`src/include/clock_startup_consts.svh`:
```
// constants for the clock start-up and trim block
// assumes a 50 MHz block clock; millisecond delays kept in microseconds
`ifndef CLOCK_STARTUP_CONSTS_SVH
`define CLOCK_STARTUP_CONSTS_SVH

// -----------------------------------------------------------------
// register offsets (plain port address)
// -----------------------------------------------------------------
`define ADDR_TRIM        4'h0
`define ADDR_CONFIG      4'h1
`define ADDR_STATUS      4'h2
`define ADDR_FACTORY     4'h3

// -----------------------------------------------------------------
// field positions
// -----------------------------------------------------------------
`define CFG_STARTSEL_LO  0
`define CFG_STARTSEL_HI  1
`define CFG_RSTDIS_BIT   2
`define CFG_CKSRC_LO     4
`define CFG_CKSRC_HI     7
`define TRIM_RANGE_BIT   7
`define STAT_HOLD_BIT    0
`define STAT_RSVD_BIT    1
`define STAT_LOWPWR_BIT  2

// -----------------------------------------------------------------
// reset values and codes
// -----------------------------------------------------------------
`define STARTSEL_RESET   2'h2
`define CKSRC_RESET      4'h2
`define CKSRC_LOWPWR     4'h3
`define FACTORY_TRIM     8'h80
`define READ_ZERO        8'h00

// -----------------------------------------------------------------
// timing
// -----------------------------------------------------------------
`define CLK_MHZ          50
`define WAKE_CK          16'h0006
`define RESET_CK         16'h000E
`define DLY_RC_SHORT_US  4100
`define DLY_RC_LONG_US   65000
`define DLY_LP_SHORT_US  4000
`define DLY_LP_LONG_US   64000
`define DLY_RSTDIS_US    4100
`define US_TICKS         (`CLK_MHZ)

`endif

```
`src/include/clock_startup_pkg.sv`:
```
// types for the clock start-up and trim block
// assumes the constants header is compiled alongside
package clock_startup_pkg;
  typedef enum logic [1:0] {
    SEQ_HOLD  = 2'b00,
    SEQ_CYC   = 2'b01,
    SEQ_MS    = 2'b10,
    SEQ_RUN   = 2'b11
  } seq_state_t;
  typedef logic [7:0] trim_t;
endpackage

```
`src/clock_startup_calibration.sv`:
```
// start-up delay sequencer and oscillator trim register
// assumes one 50 MHz clock; supply detect and wake come from pins
// Operation
// - with the RC oscillator wake takes 6 cycles and reset adds 14 cycles, +4.1 ms or +65 ms.
// - with the 128 kHz oscillator wake takes 6 cycles and reset adds 14 cycles, +4 ms or +64 ms.
// - with reset pin disabled, code 00 reset delay grows to 14 cycles plus 4.1 ms.
// - the start-up select resets to code 10, the slowly rising power option.
// - every chip reset loads the factory trim value into the trim register.
// - software may write the trim register at any time and the oscillator follows it.
// - trim bit 7 picks the low or high overlapping range.
// - trim bits 6 to 0 tune upward monotonically within the range.
// - clock source code 0011 selects the 128 kHz low-power oscillator.
// - the supply detector crossing starts the delay count and reset holds until it ends.
`timescale 1ns/1ps
`default_nettype none
`include "clock_startup_consts.svh"
module clock_startup_calibration (
  input  wire logic       clock,        // block clock, 50 MHz
  input  wire logic       rst,          // async reset, high
  input  wire logic [3:0] regAddr,      // register address
  input  wire logic [7:0] regWdata,     // write data
  input  wire logic       regWrite,     // write strobe
  input  wire logic       regRead,      // read strobe
  output logic      [7:0] regRdata,     // read data, cycle after strobe
  input  wire logic       supplyOk,     // supply detector, above threshold
  input  wire logic       wakeReq,      // wake from power-down/save
  output logic            coreHold,     // core held in reset/sleep
  output logic      [7:0] trimValue,    // trim to the RC oscillator
  output logic            rangeSelectBit, // oscillator range, 1 = high
  output logic      [6:0] fineTuneBits,   // tune within range
  output logic            lowPowerClk   // 128 kHz source selected
);

  // -----------------------------------------------------------------
  // input synchronisers
  // -----------------------------------------------------------------
  logic supplySync;
  logic wakeSync;
  logic wakeSeen_reg;

  sync_two uSyncSupply (
    .clock (clock),
    .rst   (rst),
    .din   (supplyOk),
    .dout  (supplySync)
  );
  sync_two uSyncWake (
    .clock (clock),
    .rst   (rst),
    .din   (wakeReq),
    .dout  (wakeSync)
  );

  // wake edge detect on the synchronised level
  always_ff @(posedge clock or posedge rst) begin
    if (rst) begin
      wakeSeen_reg <= 1'b0;
    end else begin
      wakeSeen_reg <= wakeSync;
    end
  end
  logic wakeRise;
  assign wakeRise = wakeSync & ~wakeSeen_reg;

  // -----------------------------------------------------------------
  // registers
  // -----------------------------------------------------------------
  logic [1:0] startSel_reg;
  logic       rstDis_reg;
  logic [3:0] ckSrc_reg;
  clock_startup_pkg::trim_t trim_reg;

  logic wrTrim;
  logic wrCfg;
  assign wrTrim = regWrite && regAddr == `ADDR_TRIM;
  assign wrCfg  = regWrite && regAddr == `ADDR_CONFIG;

  // trim: factory value at reset, software any time after
  always_ff @(posedge clock or posedge rst) begin
    if (rst) begin
      trim_reg <= `FACTORY_TRIM;
    end else if (wrTrim) begin
      trim_reg <= regWdata;
    end
  end

  // configuration stands in for the fuse settings
  always_ff @(posedge clock or posedge rst) begin
    if (rst) begin
      startSel_reg <= `STARTSEL_RESET;
      rstDis_reg   <= 1'b0;
      ckSrc_reg    <= `CKSRC_RESET;
    end else if (wrCfg) begin
      startSel_reg <= regWdata[`CFG_STARTSEL_HI:`CFG_STARTSEL_LO];
      rstDis_reg   <= regWdata[`CFG_RSTDIS_BIT];
      ckSrc_reg    <= regWdata[`CFG_CKSRC_HI:`CFG_CKSRC_LO];
    end
  end

  logic isLowPwr;
  assign isLowPwr = (ckSrc_reg == `CKSRC_LOWPWR);

  // -----------------------------------------------------------------
  // delay selection
  // -----------------------------------------------------------------
  localparam logic [15:0] US_RC_SHORT = 16'(`DLY_RC_SHORT_US);
  localparam logic [15:0] US_RC_LONG  = 16'(`DLY_RC_LONG_US);
  localparam logic [15:0] US_LP_SHORT = 16'(`DLY_LP_SHORT_US);
  localparam logic [15:0] US_LP_LONG  = 16'(`DLY_LP_LONG_US);
  localparam logic [15:0] US_RSTDIS   = 16'(`DLY_RSTDIS_US);
  localparam logic [7:0]  TICK_LOAD   = 8'(`US_TICKS - 1);

  logic [15:0] usNeeded;
  logic        startSelRsvd;

  // reserved code 11 is treated as the longest option, the safe side
  always_comb begin
    startSelRsvd = (startSel_reg == 2'h3);
    case (startSel_reg)
      2'h0: usNeeded = rstDis_reg ? US_RSTDIS : 16'h0000;
      2'h1: usNeeded = isLowPwr ? US_LP_SHORT : US_RC_SHORT;
      2'h2: usNeeded = isLowPwr ? US_LP_LONG : US_RC_LONG;
      default: usNeeded = isLowPwr ? US_LP_LONG : US_RC_LONG;
    endcase
  end

  // -----------------------------------------------------------------
  // sequencer
  // -----------------------------------------------------------------
  clock_startup_pkg::seq_state_t state_reg;
  clock_startup_pkg::seq_state_t state_next;
  logic        cycLoad;
  logic [15:0] cycStart;
  logic        cycZero;
  logic        usLoad;
  logic        usZero;
  logic [7:0]  tick_reg;
  logic        tickPulse;
  logic        fromReset_reg;

  // cycle counter for the 14- or 6-cycle part
  down_counter #(.W(16)) uCyc (
    .clock    (clock),
    .rst      (rst),
    .load     (cycLoad),
    .startVal (cycStart),
    .count    (state_reg == clock_startup_pkg::SEQ_CYC),
    .zero     (cycZero)
  );

  // microsecond counter for the millisecond part
  down_counter #(.W(16)) uUs (
    .clock    (clock),
    .rst      (rst),
    .load     (usLoad),
    .startVal (usNeeded),
    .count    (tickPulse && state_reg == clock_startup_pkg::SEQ_MS),
    .zero     (usZero)
  );

  // fixed 1 us reference, independent of the core clock choice
  always_ff @(posedge clock or posedge rst) begin
    if (rst) begin
      tick_reg <= TICK_LOAD;
    end else if (state_reg != clock_startup_pkg::SEQ_MS || tick_reg == 8'h00) begin
      tick_reg <= TICK_LOAD;
    end else begin
      tick_reg <= tick_reg - 8'h01;
    end
  end
  assign tickPulse = (tick_reg == 8'h00);

  // next state and counter loads
  always_comb begin
    state_next = state_reg;
    cycLoad    = 1'b0;
    cycStart   = `RESET_CK;
    usLoad     = 1'b0;
    case (state_reg)
      clock_startup_pkg::SEQ_HOLD: begin
        if (supplySync) begin
          state_next = clock_startup_pkg::SEQ_CYC;
          cycLoad    = 1'b1;
          cycStart   = `RESET_CK;
          usLoad     = 1'b1;
        end
      end
      clock_startup_pkg::SEQ_CYC: begin
        if (cycZero) begin
          state_next = (fromReset_reg && !usZero) ? clock_startup_pkg::SEQ_MS
                                                  : clock_startup_pkg::SEQ_RUN;
        end
      end
      clock_startup_pkg::SEQ_MS: begin
        if (usZero) begin
          state_next = clock_startup_pkg::SEQ_RUN;
        end
      end
      clock_startup_pkg::SEQ_RUN: begin
        if (wakeRise) begin
          state_next = clock_startup_pkg::SEQ_CYC;
          cycLoad    = 1'b1;
          cycStart   = `WAKE_CK;
        end
      end
      default: state_next = clock_startup_pkg::SEQ_HOLD;
    endcase
    if (!supplySync) begin
      state_next = clock_startup_pkg::SEQ_HOLD;
      cycLoad    = 1'b0;
      usLoad     = 1'b0;
    end
  end

  always_ff @(posedge clock or posedge rst) begin
    if (rst) begin
      state_reg <= clock_startup_pkg::SEQ_HOLD;
    end else begin
      state_reg <= state_next;
    end
  end

  // wake skips the millisecond part
  always_ff @(posedge clock or posedge rst) begin
    if (rst) begin
      fromReset_reg <= 1'b1;
    end else if (state_reg == clock_startup_pkg::SEQ_HOLD) begin
      fromReset_reg <= 1'b1;
    end else if (state_reg == clock_startup_pkg::SEQ_RUN && wakeRise) begin
      fromReset_reg <= 1'b0;
    end
  end

  // -----------------------------------------------------------------
  // outputs, all registered
  // -----------------------------------------------------------------
  always_ff @(posedge clock or posedge rst) begin
    if (rst) begin
      coreHold       <= 1'b1;
      trimValue      <= `FACTORY_TRIM;
      rangeSelectBit <= 1'b1;
      fineTuneBits   <= 7'h00;
      lowPowerClk    <= 1'b0;
    end else begin
      coreHold       <= (state_next != clock_startup_pkg::SEQ_RUN);
      trimValue      <= trim_reg;
      rangeSelectBit <= trim_reg[`TRIM_RANGE_BIT];
      fineTuneBits   <= trim_reg[6:0];
      lowPowerClk    <= isLowPwr;
    end
  end

  // read data in the cycle after the strobe, zero otherwise
  always_ff @(posedge clock or posedge rst) begin
    if (rst) begin
      regRdata <= `READ_ZERO;
    end else if (regRead) begin
      case (regAddr)
        `ADDR_TRIM:    regRdata <= trim_reg;
        `ADDR_CONFIG:  regRdata <= {ckSrc_reg, 1'b0, rstDis_reg, startSel_reg};
        `ADDR_STATUS:  regRdata <= {5'h00, isLowPwr, startSelRsvd, coreHold};
        `ADDR_FACTORY: regRdata <= `FACTORY_TRIM;
        default:       regRdata <= `READ_ZERO;
      endcase
    end else begin
      regRdata <= `READ_ZERO;
    end
  end
endmodule // clock_startup_calibration
`default_nettype wire

```
`src/down_counter.sv`:
```
// loadable down counter with a done pulse-free level
// assumes load and count are from the block clock domain
`timescale 1ns/1ps
`default_nettype none
module down_counter #(
  parameter int W = 16
) (
  input  wire logic         clock,    // block clock
  input  wire logic         rst,      // async reset, high
  input  wire logic         load,     // load start value
  input  wire logic [W-1:0] startVal, // value to load
  input  wire logic         count,    // decrement enable
  output logic              zero      // count has reached zero
);
  logic [W-1:0] cnt_reg;

  // load wins over count so a restart is never missed
  always_ff @(posedge clock or posedge rst) begin
    if (rst) begin
      cnt_reg <= '0;
    end else if (load) begin
      cnt_reg <= startVal;
    end else if (count && cnt_reg != '0) begin
      cnt_reg <= cnt_reg - W'(1);
    end
  end

  assign zero = (cnt_reg == '0);
endmodule // down_counter
`default_nettype wire

```
`src/sync_two.sv`:
```
// two-stage synchroniser for one level
// assumes input is asynchronous to clock
`timescale 1ns/1ps
`default_nettype none
module sync_two (
  input  wire logic clock,  // block clock
  input  wire logic rst,    // async reset, high
  input  wire logic din,    // asynchronous level
  output logic      dout    // synchronised level
);
  logic meta_reg;

  // first stage feeds only the second
  always_ff @(posedge clock or posedge rst) begin
    if (rst) begin
      meta_reg <= 1'b0;
      dout     <= 1'b0;
    end else begin
      meta_reg <= din;
      dout     <= meta_reg;
    end
  end
endmodule // sync_two
`default_nettype wire

```
`config.mk`:
```
export PLATFORM = sky130hd
export DESIGN_NAME = clock_startup_calibration
export DESIGN_NICKNAME = d
export VERILOG_FILES = /design/src/include/clock_startup_pkg.sv /design/src/clock_startup_calibration.sv /design/src/down_counter.sv /design/src/sync_two.sv
export VERILOG_INCLUDE_DIRS = /design/src /design/src/include
export SDC_FILE = /design/constraint.sdc
export NUM_CORES = 1
export LEC_CHECK = 0
export BUFFER_PORTS_ARGS = -buffer_cell sky130_fd_sc_hd__buf_2
export CAP_MARGIN = 25
export CORE_ASPECT_RATIO = 1.25
export CORE_MARGIN = 10
export CORE_UTILIZATION = 60
export CTS_BUF_LIST = sky130_fd_sc_hd__clkbuf_4 sky130_fd_sc_hd__clkbuf_8
export DETAILED_ROUTE_END_ITERATION = 16
export PLACE_DENSITY = 0.86
export SYNTH_ARGS = -nofsm -noshare
export SYNTH_HDL_FRONTEND = slang
export SYNTH_SLANG_ARGS = --single-unit
```
`constraint.sdc`:
```
create_clock -name clock -period 2.4 [get_ports clock]
set_input_delay 0.12 -clock clock [delete_from_list [all_inputs] [get_ports clock]]
set_output_delay 0.12 -clock clock [all_outputs]
set_load 0.02 [all_outputs]
```
==> results.md <==
STA:
- The max-slew violation count is 0.
- The worst path needs around 2.3 ns of the cycle, external delays included.
- The sum of negative setup slack is 0 ns.
- The number of failing hold endpoints at the final stage is 0.
- Headroom to the max-slew limit came out at 0.547.
- For the pin with the worst max-slew slack, the measured transition is 0.678 ns.
- The post-route clock period utilization is 0.960.
- Final hold analysis gives a worst-case slack of 0.00888 ns.
- The count of endpoints failing setup in the final report is 0.
- Based on the critical path, the design can be clocked at up to 0.434 GHz.
- Setup repair after global routing left no endpoint under its margin.
- The clock arrives with 0.0148 ns of skew.

Setup path:
- STA classifies the critical path endpoint as a flip-flop.
- The kind of launch point of the worst setup path is a flip-flop.
- The length in cells of the worst reg-to-reg path is 7.
- Data on the critical path is required at its endpoint by 2.70 ns.
- The worst setup path is of the reg -> reg kind.
- STA puts the critical path data arrival time at 2.61 ns.
- The maximum fanout along the worst path is 8.

Clock tree:
- TritonCTS built the clock tree.
- The H-tree depth is 3.
- The later pin in the worst-skew pair is clocked with a latency of 0.37 ns.
- The TritonCTS sink count is 81.
- After clock tree synthesis, the clock-pin slew on the worst setup and hold paths is 0.09 ns.
- The CTS root buffer is sky130_fd_sc_hd__clkbuf_8.
- Clock tree synthesis inserted a total of 9 buffers.
- The post-CTS setup buffer count is 0.
- The longest clock path from root to sink contains 2 buffers.

Status:
- The run finished with clean final reports.

Drt:
- In the routed layout, each cell is associated on average with a via count of between 5 and 6.
- Across all layers, the routed design uses 2886 vias.
- The DRC violation count after routing is 0.
- In the final routed layout, each cell accounts on average for 16.0 um.
- The number of routed nets with antenna violations is 0.
- After the first detailed-routing iteration, the DRC count stood at around 140.
- The total routed wirelength is between 8 and 9 mm.
- The first detailed-routing pass took 4 iterations.

Yosys:
- The number of nets produced by synthesis is 392.
- The prevailing post-synth register cell is sky130_fd_sc_hd__dfrtp_1.
- For this run, the number of Yosys warnings is 0.
- The share of the Yosys chip area taken by registers is 0.522.
- In this run, synthesis inferred 0 flip-flops with an integrated enable.
- The number of distinct standard cells referenced by the synthesized netlist is 52.
- The cell area that synthesis handed to floorplanning was 0.00391 sq mm.
- Counting flops and latches in the post-synthesis netlist gives 81.
- The fraction of registers with async set or reset after synthesis is 1.00.
- Synthesis produced a netlist whose cell count is between 300 and 400.
- The mean cell area of the mapped netlist is around 11 sq um.

GRT:
- Entering global routing, the biggest net connects 43 pins.
- The number of antenna violations at the first check in global routing is 0.
- After global routing the overflow that remains totals 0.
- The first global-routing pass estimated 13.5 mm of wire.
- The number of global-route vias before repair was a little under 3000.
- The total global-route track usage is 0.163.

Placement:
- At the end of routability-driven placement, the weighted congestion stood at 0.858.
- The post-DP HPWL is ~5.6 mm.
- After detailed placement, the total cell area comes to around 0.0042 sq mm.
- After detailed placement, the design holds a cell count of 482.
- The number of I/O port buffers is 43.

Floorplan:
- The initial utilization of the core area, before any placement, comes to 0.626.
- The floorplan step defined a core boundary enclosing 0.00625 sq mm.
- The boundary pin count is 44.
- The overall die height is 110 um.
- In this run the horizontal extent of the chip is 92.2 um.
- The area of the die is just over 0.01 sq mm.
- The number of placement rows is 32.

Final layout:
- 0 antenna diodes ended up in the layout.
- The layout net count is 446.
- The area growth from synthesis to layout is 15.3%.
- The finished layout holds 507 standard cells, fillers aside.
- The share of layout cells above drive strength 1 is 0.244.
- The finished cells cover between 0.004 and 0.005 sq mm.

Power and ir drop:
- Power comes to 3.62 mW.
- For this design the static power due to leakage is slightly above 2 nW.
- Across the VDD grid, the largest voltage drop is between 0.0004 and 0.0005 V.
- The power per unit of standard cell area is 804 mW/mm^2.

Min path:
- Along the worst hold path, the cell count comes to 2.
- The class of the tightest hold or removal check is in -> reg.

Run:
- The count of maximum capacitance violations is 0.
==> final timing paths <==
path                                                 to  slack (ns)                            from
min reg2reg                  uSyncSupply.dout$_DFF_PP0_        0.36  uSyncSupply.meta_reg$_DFF_PP0_
max                        uCyc.cnt_reg[12]$_DFFE_PP0P_         0.1     uCyc.cnt_reg[0]$_DFFE_PP0P_
max reg2reg                uCyc.cnt_reg[12]$_DFFE_PP0P_         0.1     uCyc.cnt_reg[0]$_DFFE_PP0P_
min                             trim_reg[0]$_DFFE_PP0P_       0.009                     regWdata[0]
min in group asynchronous       trim_reg[5]$_DFFE_PP0P_        0.36                             rst
max in group asynchronous         tick_reg[0]$_DFF_PP1_        1.34                             rst
==> stage by stage <==
stage | worst slack [ns] | util
final | 0.0962 | 0.721
after global routing | 0.00946 | 0.721
after CTS | 0.103 | 0.716
after detailed placement | 0.0970 | 0.671
after global placement | 0.232 | 0.671
after floorplan | 0.215 | -
==> worst max-delay path, cell delays in order (launching register included) <==
cell and delay [ns]:
sky130_fd_sc_hd__dfrtp_1 0.35, sky130_fd_sc_hd__inv_1 0.08, sky130_fd_sc_hd__ha_1 0.20, sky130_fd_sc_hd__nor4b_1 0.16, sky130_fd_sc_hd__and4_2 0.30, sky130_fd_sc_hd__or4b_4 0.56
sky130_fd_sc_hd__or4_1 0.42, sky130_fd_sc_hd__a21oi_1 0.16
==> power breakdown <==
group | internal [mW] | switching, mW | leakage [nW]
combinational | 0.333 | 0.449 | 0.908
sequential | 1.58 | 0.205 | 1.01
clock | 0.500 | 0.550 | 0.103
==> per-layer routing <==
layer / track usage / vias to the layer above / wire length (um)
li1: - / 1390 / -
met5: 0 / - / 0
met2: 0.288 / 69 / 4250
met4: 0.0740 / 0 / 208
met3: 0.0474 / 15 / 414
met1: 0.178 / 1412 / 3240
==> placed cells by master (no fill, tap or decap), types with 8 or more instances in the layout <==
cell type                       Yosys  final
sky130_fd_sc_hd__nand4_1            9      9
sky130_fd_sc_hd__ha_1              11     11
sky130_fd_sc_hd__xor2_1            14     14
sky130_fd_sc_hd__a21oi_1           22     22
sky130_fd_sc_hd__nor3_1            11     11
sky130_fd_sc_hd__mux2_2            15     15
sky130_fd_sc_hd__nor4_1            10      9
sky130_fd_sc_hd__nor2_1            43     43
sky130_fd_sc_hd__buf_2              1     43
sky130_fd_sc_hd__dfstp_2            9      9
sky130_fd_sc_hd__clkbuf_8           0      9
sky130_fd_sc_hd__xnor2_1           15     15
sky130_fd_sc_hd__dfrtp_1           72     72
sky130_fd_sc_hd__inv_1             13     12
sky130_fd_sc_hd__o21ai_0            9      9
sky130_fd_sc_hd__or3_1              8      8
sky130_fd_sc_hd__dlygate4sd3_1      0      9
sky130_fd_sc_hd__nand2_1           14     14
==> synthesized netlist by cell type, types with 2 or more instances <==
master	number	share of area
sky130_fd_sc_hd__dfrtp_1	72	0.46
sky130_fd_sc_hd__nor2_1	43	0.041
sky130_fd_sc_hd__a21oi_1	22	0.028
sky130_fd_sc_hd__mux2_2	15	0.043
sky130_fd_sc_hd__xnor2_1	15	0.034
sky130_fd_sc_hd__nand2_1	14	0.013
sky130_fd_sc_hd__xor2_1	14	0.031
sky130_fd_sc_hd__inv_1	13	0.012
sky130_fd_sc_hd__ha_1	11	0.035
sky130_fd_sc_hd__nor3_1	11	0.014
sky130_fd_sc_hd__nor4_1	10	0.016
sky130_fd_sc_hd__buf_4	9	0.017
sky130_fd_sc_hd__dfstp_2	9	0.061
sky130_fd_sc_hd__nand4_1	9	0.014
sky130_fd_sc_hd__o21ai_0	9	0.012
sky130_fd_sc_hd__or3_1	8	0.013
sky130_fd_sc_hd__mux2i_1	6	0.015
sky130_fd_sc_hd__o2111ai_1	6	0.013
sky130_fd_sc_hd__clkbuf_1	5	0.0048
sky130_fd_sc_hd__o21a_1	5	0.0096
sky130_fd_sc_hd__and2_1	4	0.0064
sky130_fd_sc_hd__nand2b_1	4	0.0064
sky130_fd_sc_hd__or4_1	4	0.0077
sky130_fd_sc_hd__and3_1	3	0.0048
sky130_fd_sc_hd__nand3_1	3	0.0038
sky130_fd_sc_hd__nor2b_1	3	0.0048
sky130_fd_sc_hd__nor4b_1	3	0.0067
sky130_fd_sc_hd__o31ai_1	3	0.0058
sky130_fd_sc_hd__or2_2	3	0.0048
sky130_fd_sc_hd__a21boi_0	2	0.0038
sky130_fd_sc_hd__a31oi_1	2	0.0032
sky130_fd_sc_hd__and4_1	2	0.0045
sky130_fd_sc_hd__o211ai_1	2	0.0038
==> layout make-up <==
type	count	area, sq um
Sequential cell	81	2040
Timing Repair Buffer	59	370
Tap cell	85	106
Fill cell	438	1740
Clock inverter	7	83.8
Multi-Input combinational cell	253	1730
Inverter	13	50.0
Clock buffer	9	124
==> repair_timing <==
action | CTS | global route
hold endpoints to repair | 41 | 3
setup endpoints to repair | 0 | 3
resized for setup | 0 | 3
hold buffers | 7 | 2
==> cell families (layout without fill, tap and decap cells) <==
group,count (synthesis),after routing,synth area share
multiplexers,21,21,0.0586
XOR/XNOR,29,29,0.0650
flip-flops,81,81,0.522
AND/OR/NAND/NOR,133,133,0.183
adder cells (fa/ha/maj),11,11,0.0352
buffers and inverters,29,88,0.0387
AO/OA/AOI/OAI,59,59,0.0977
No activity file was read; power rests on OpenSTA's default activity.
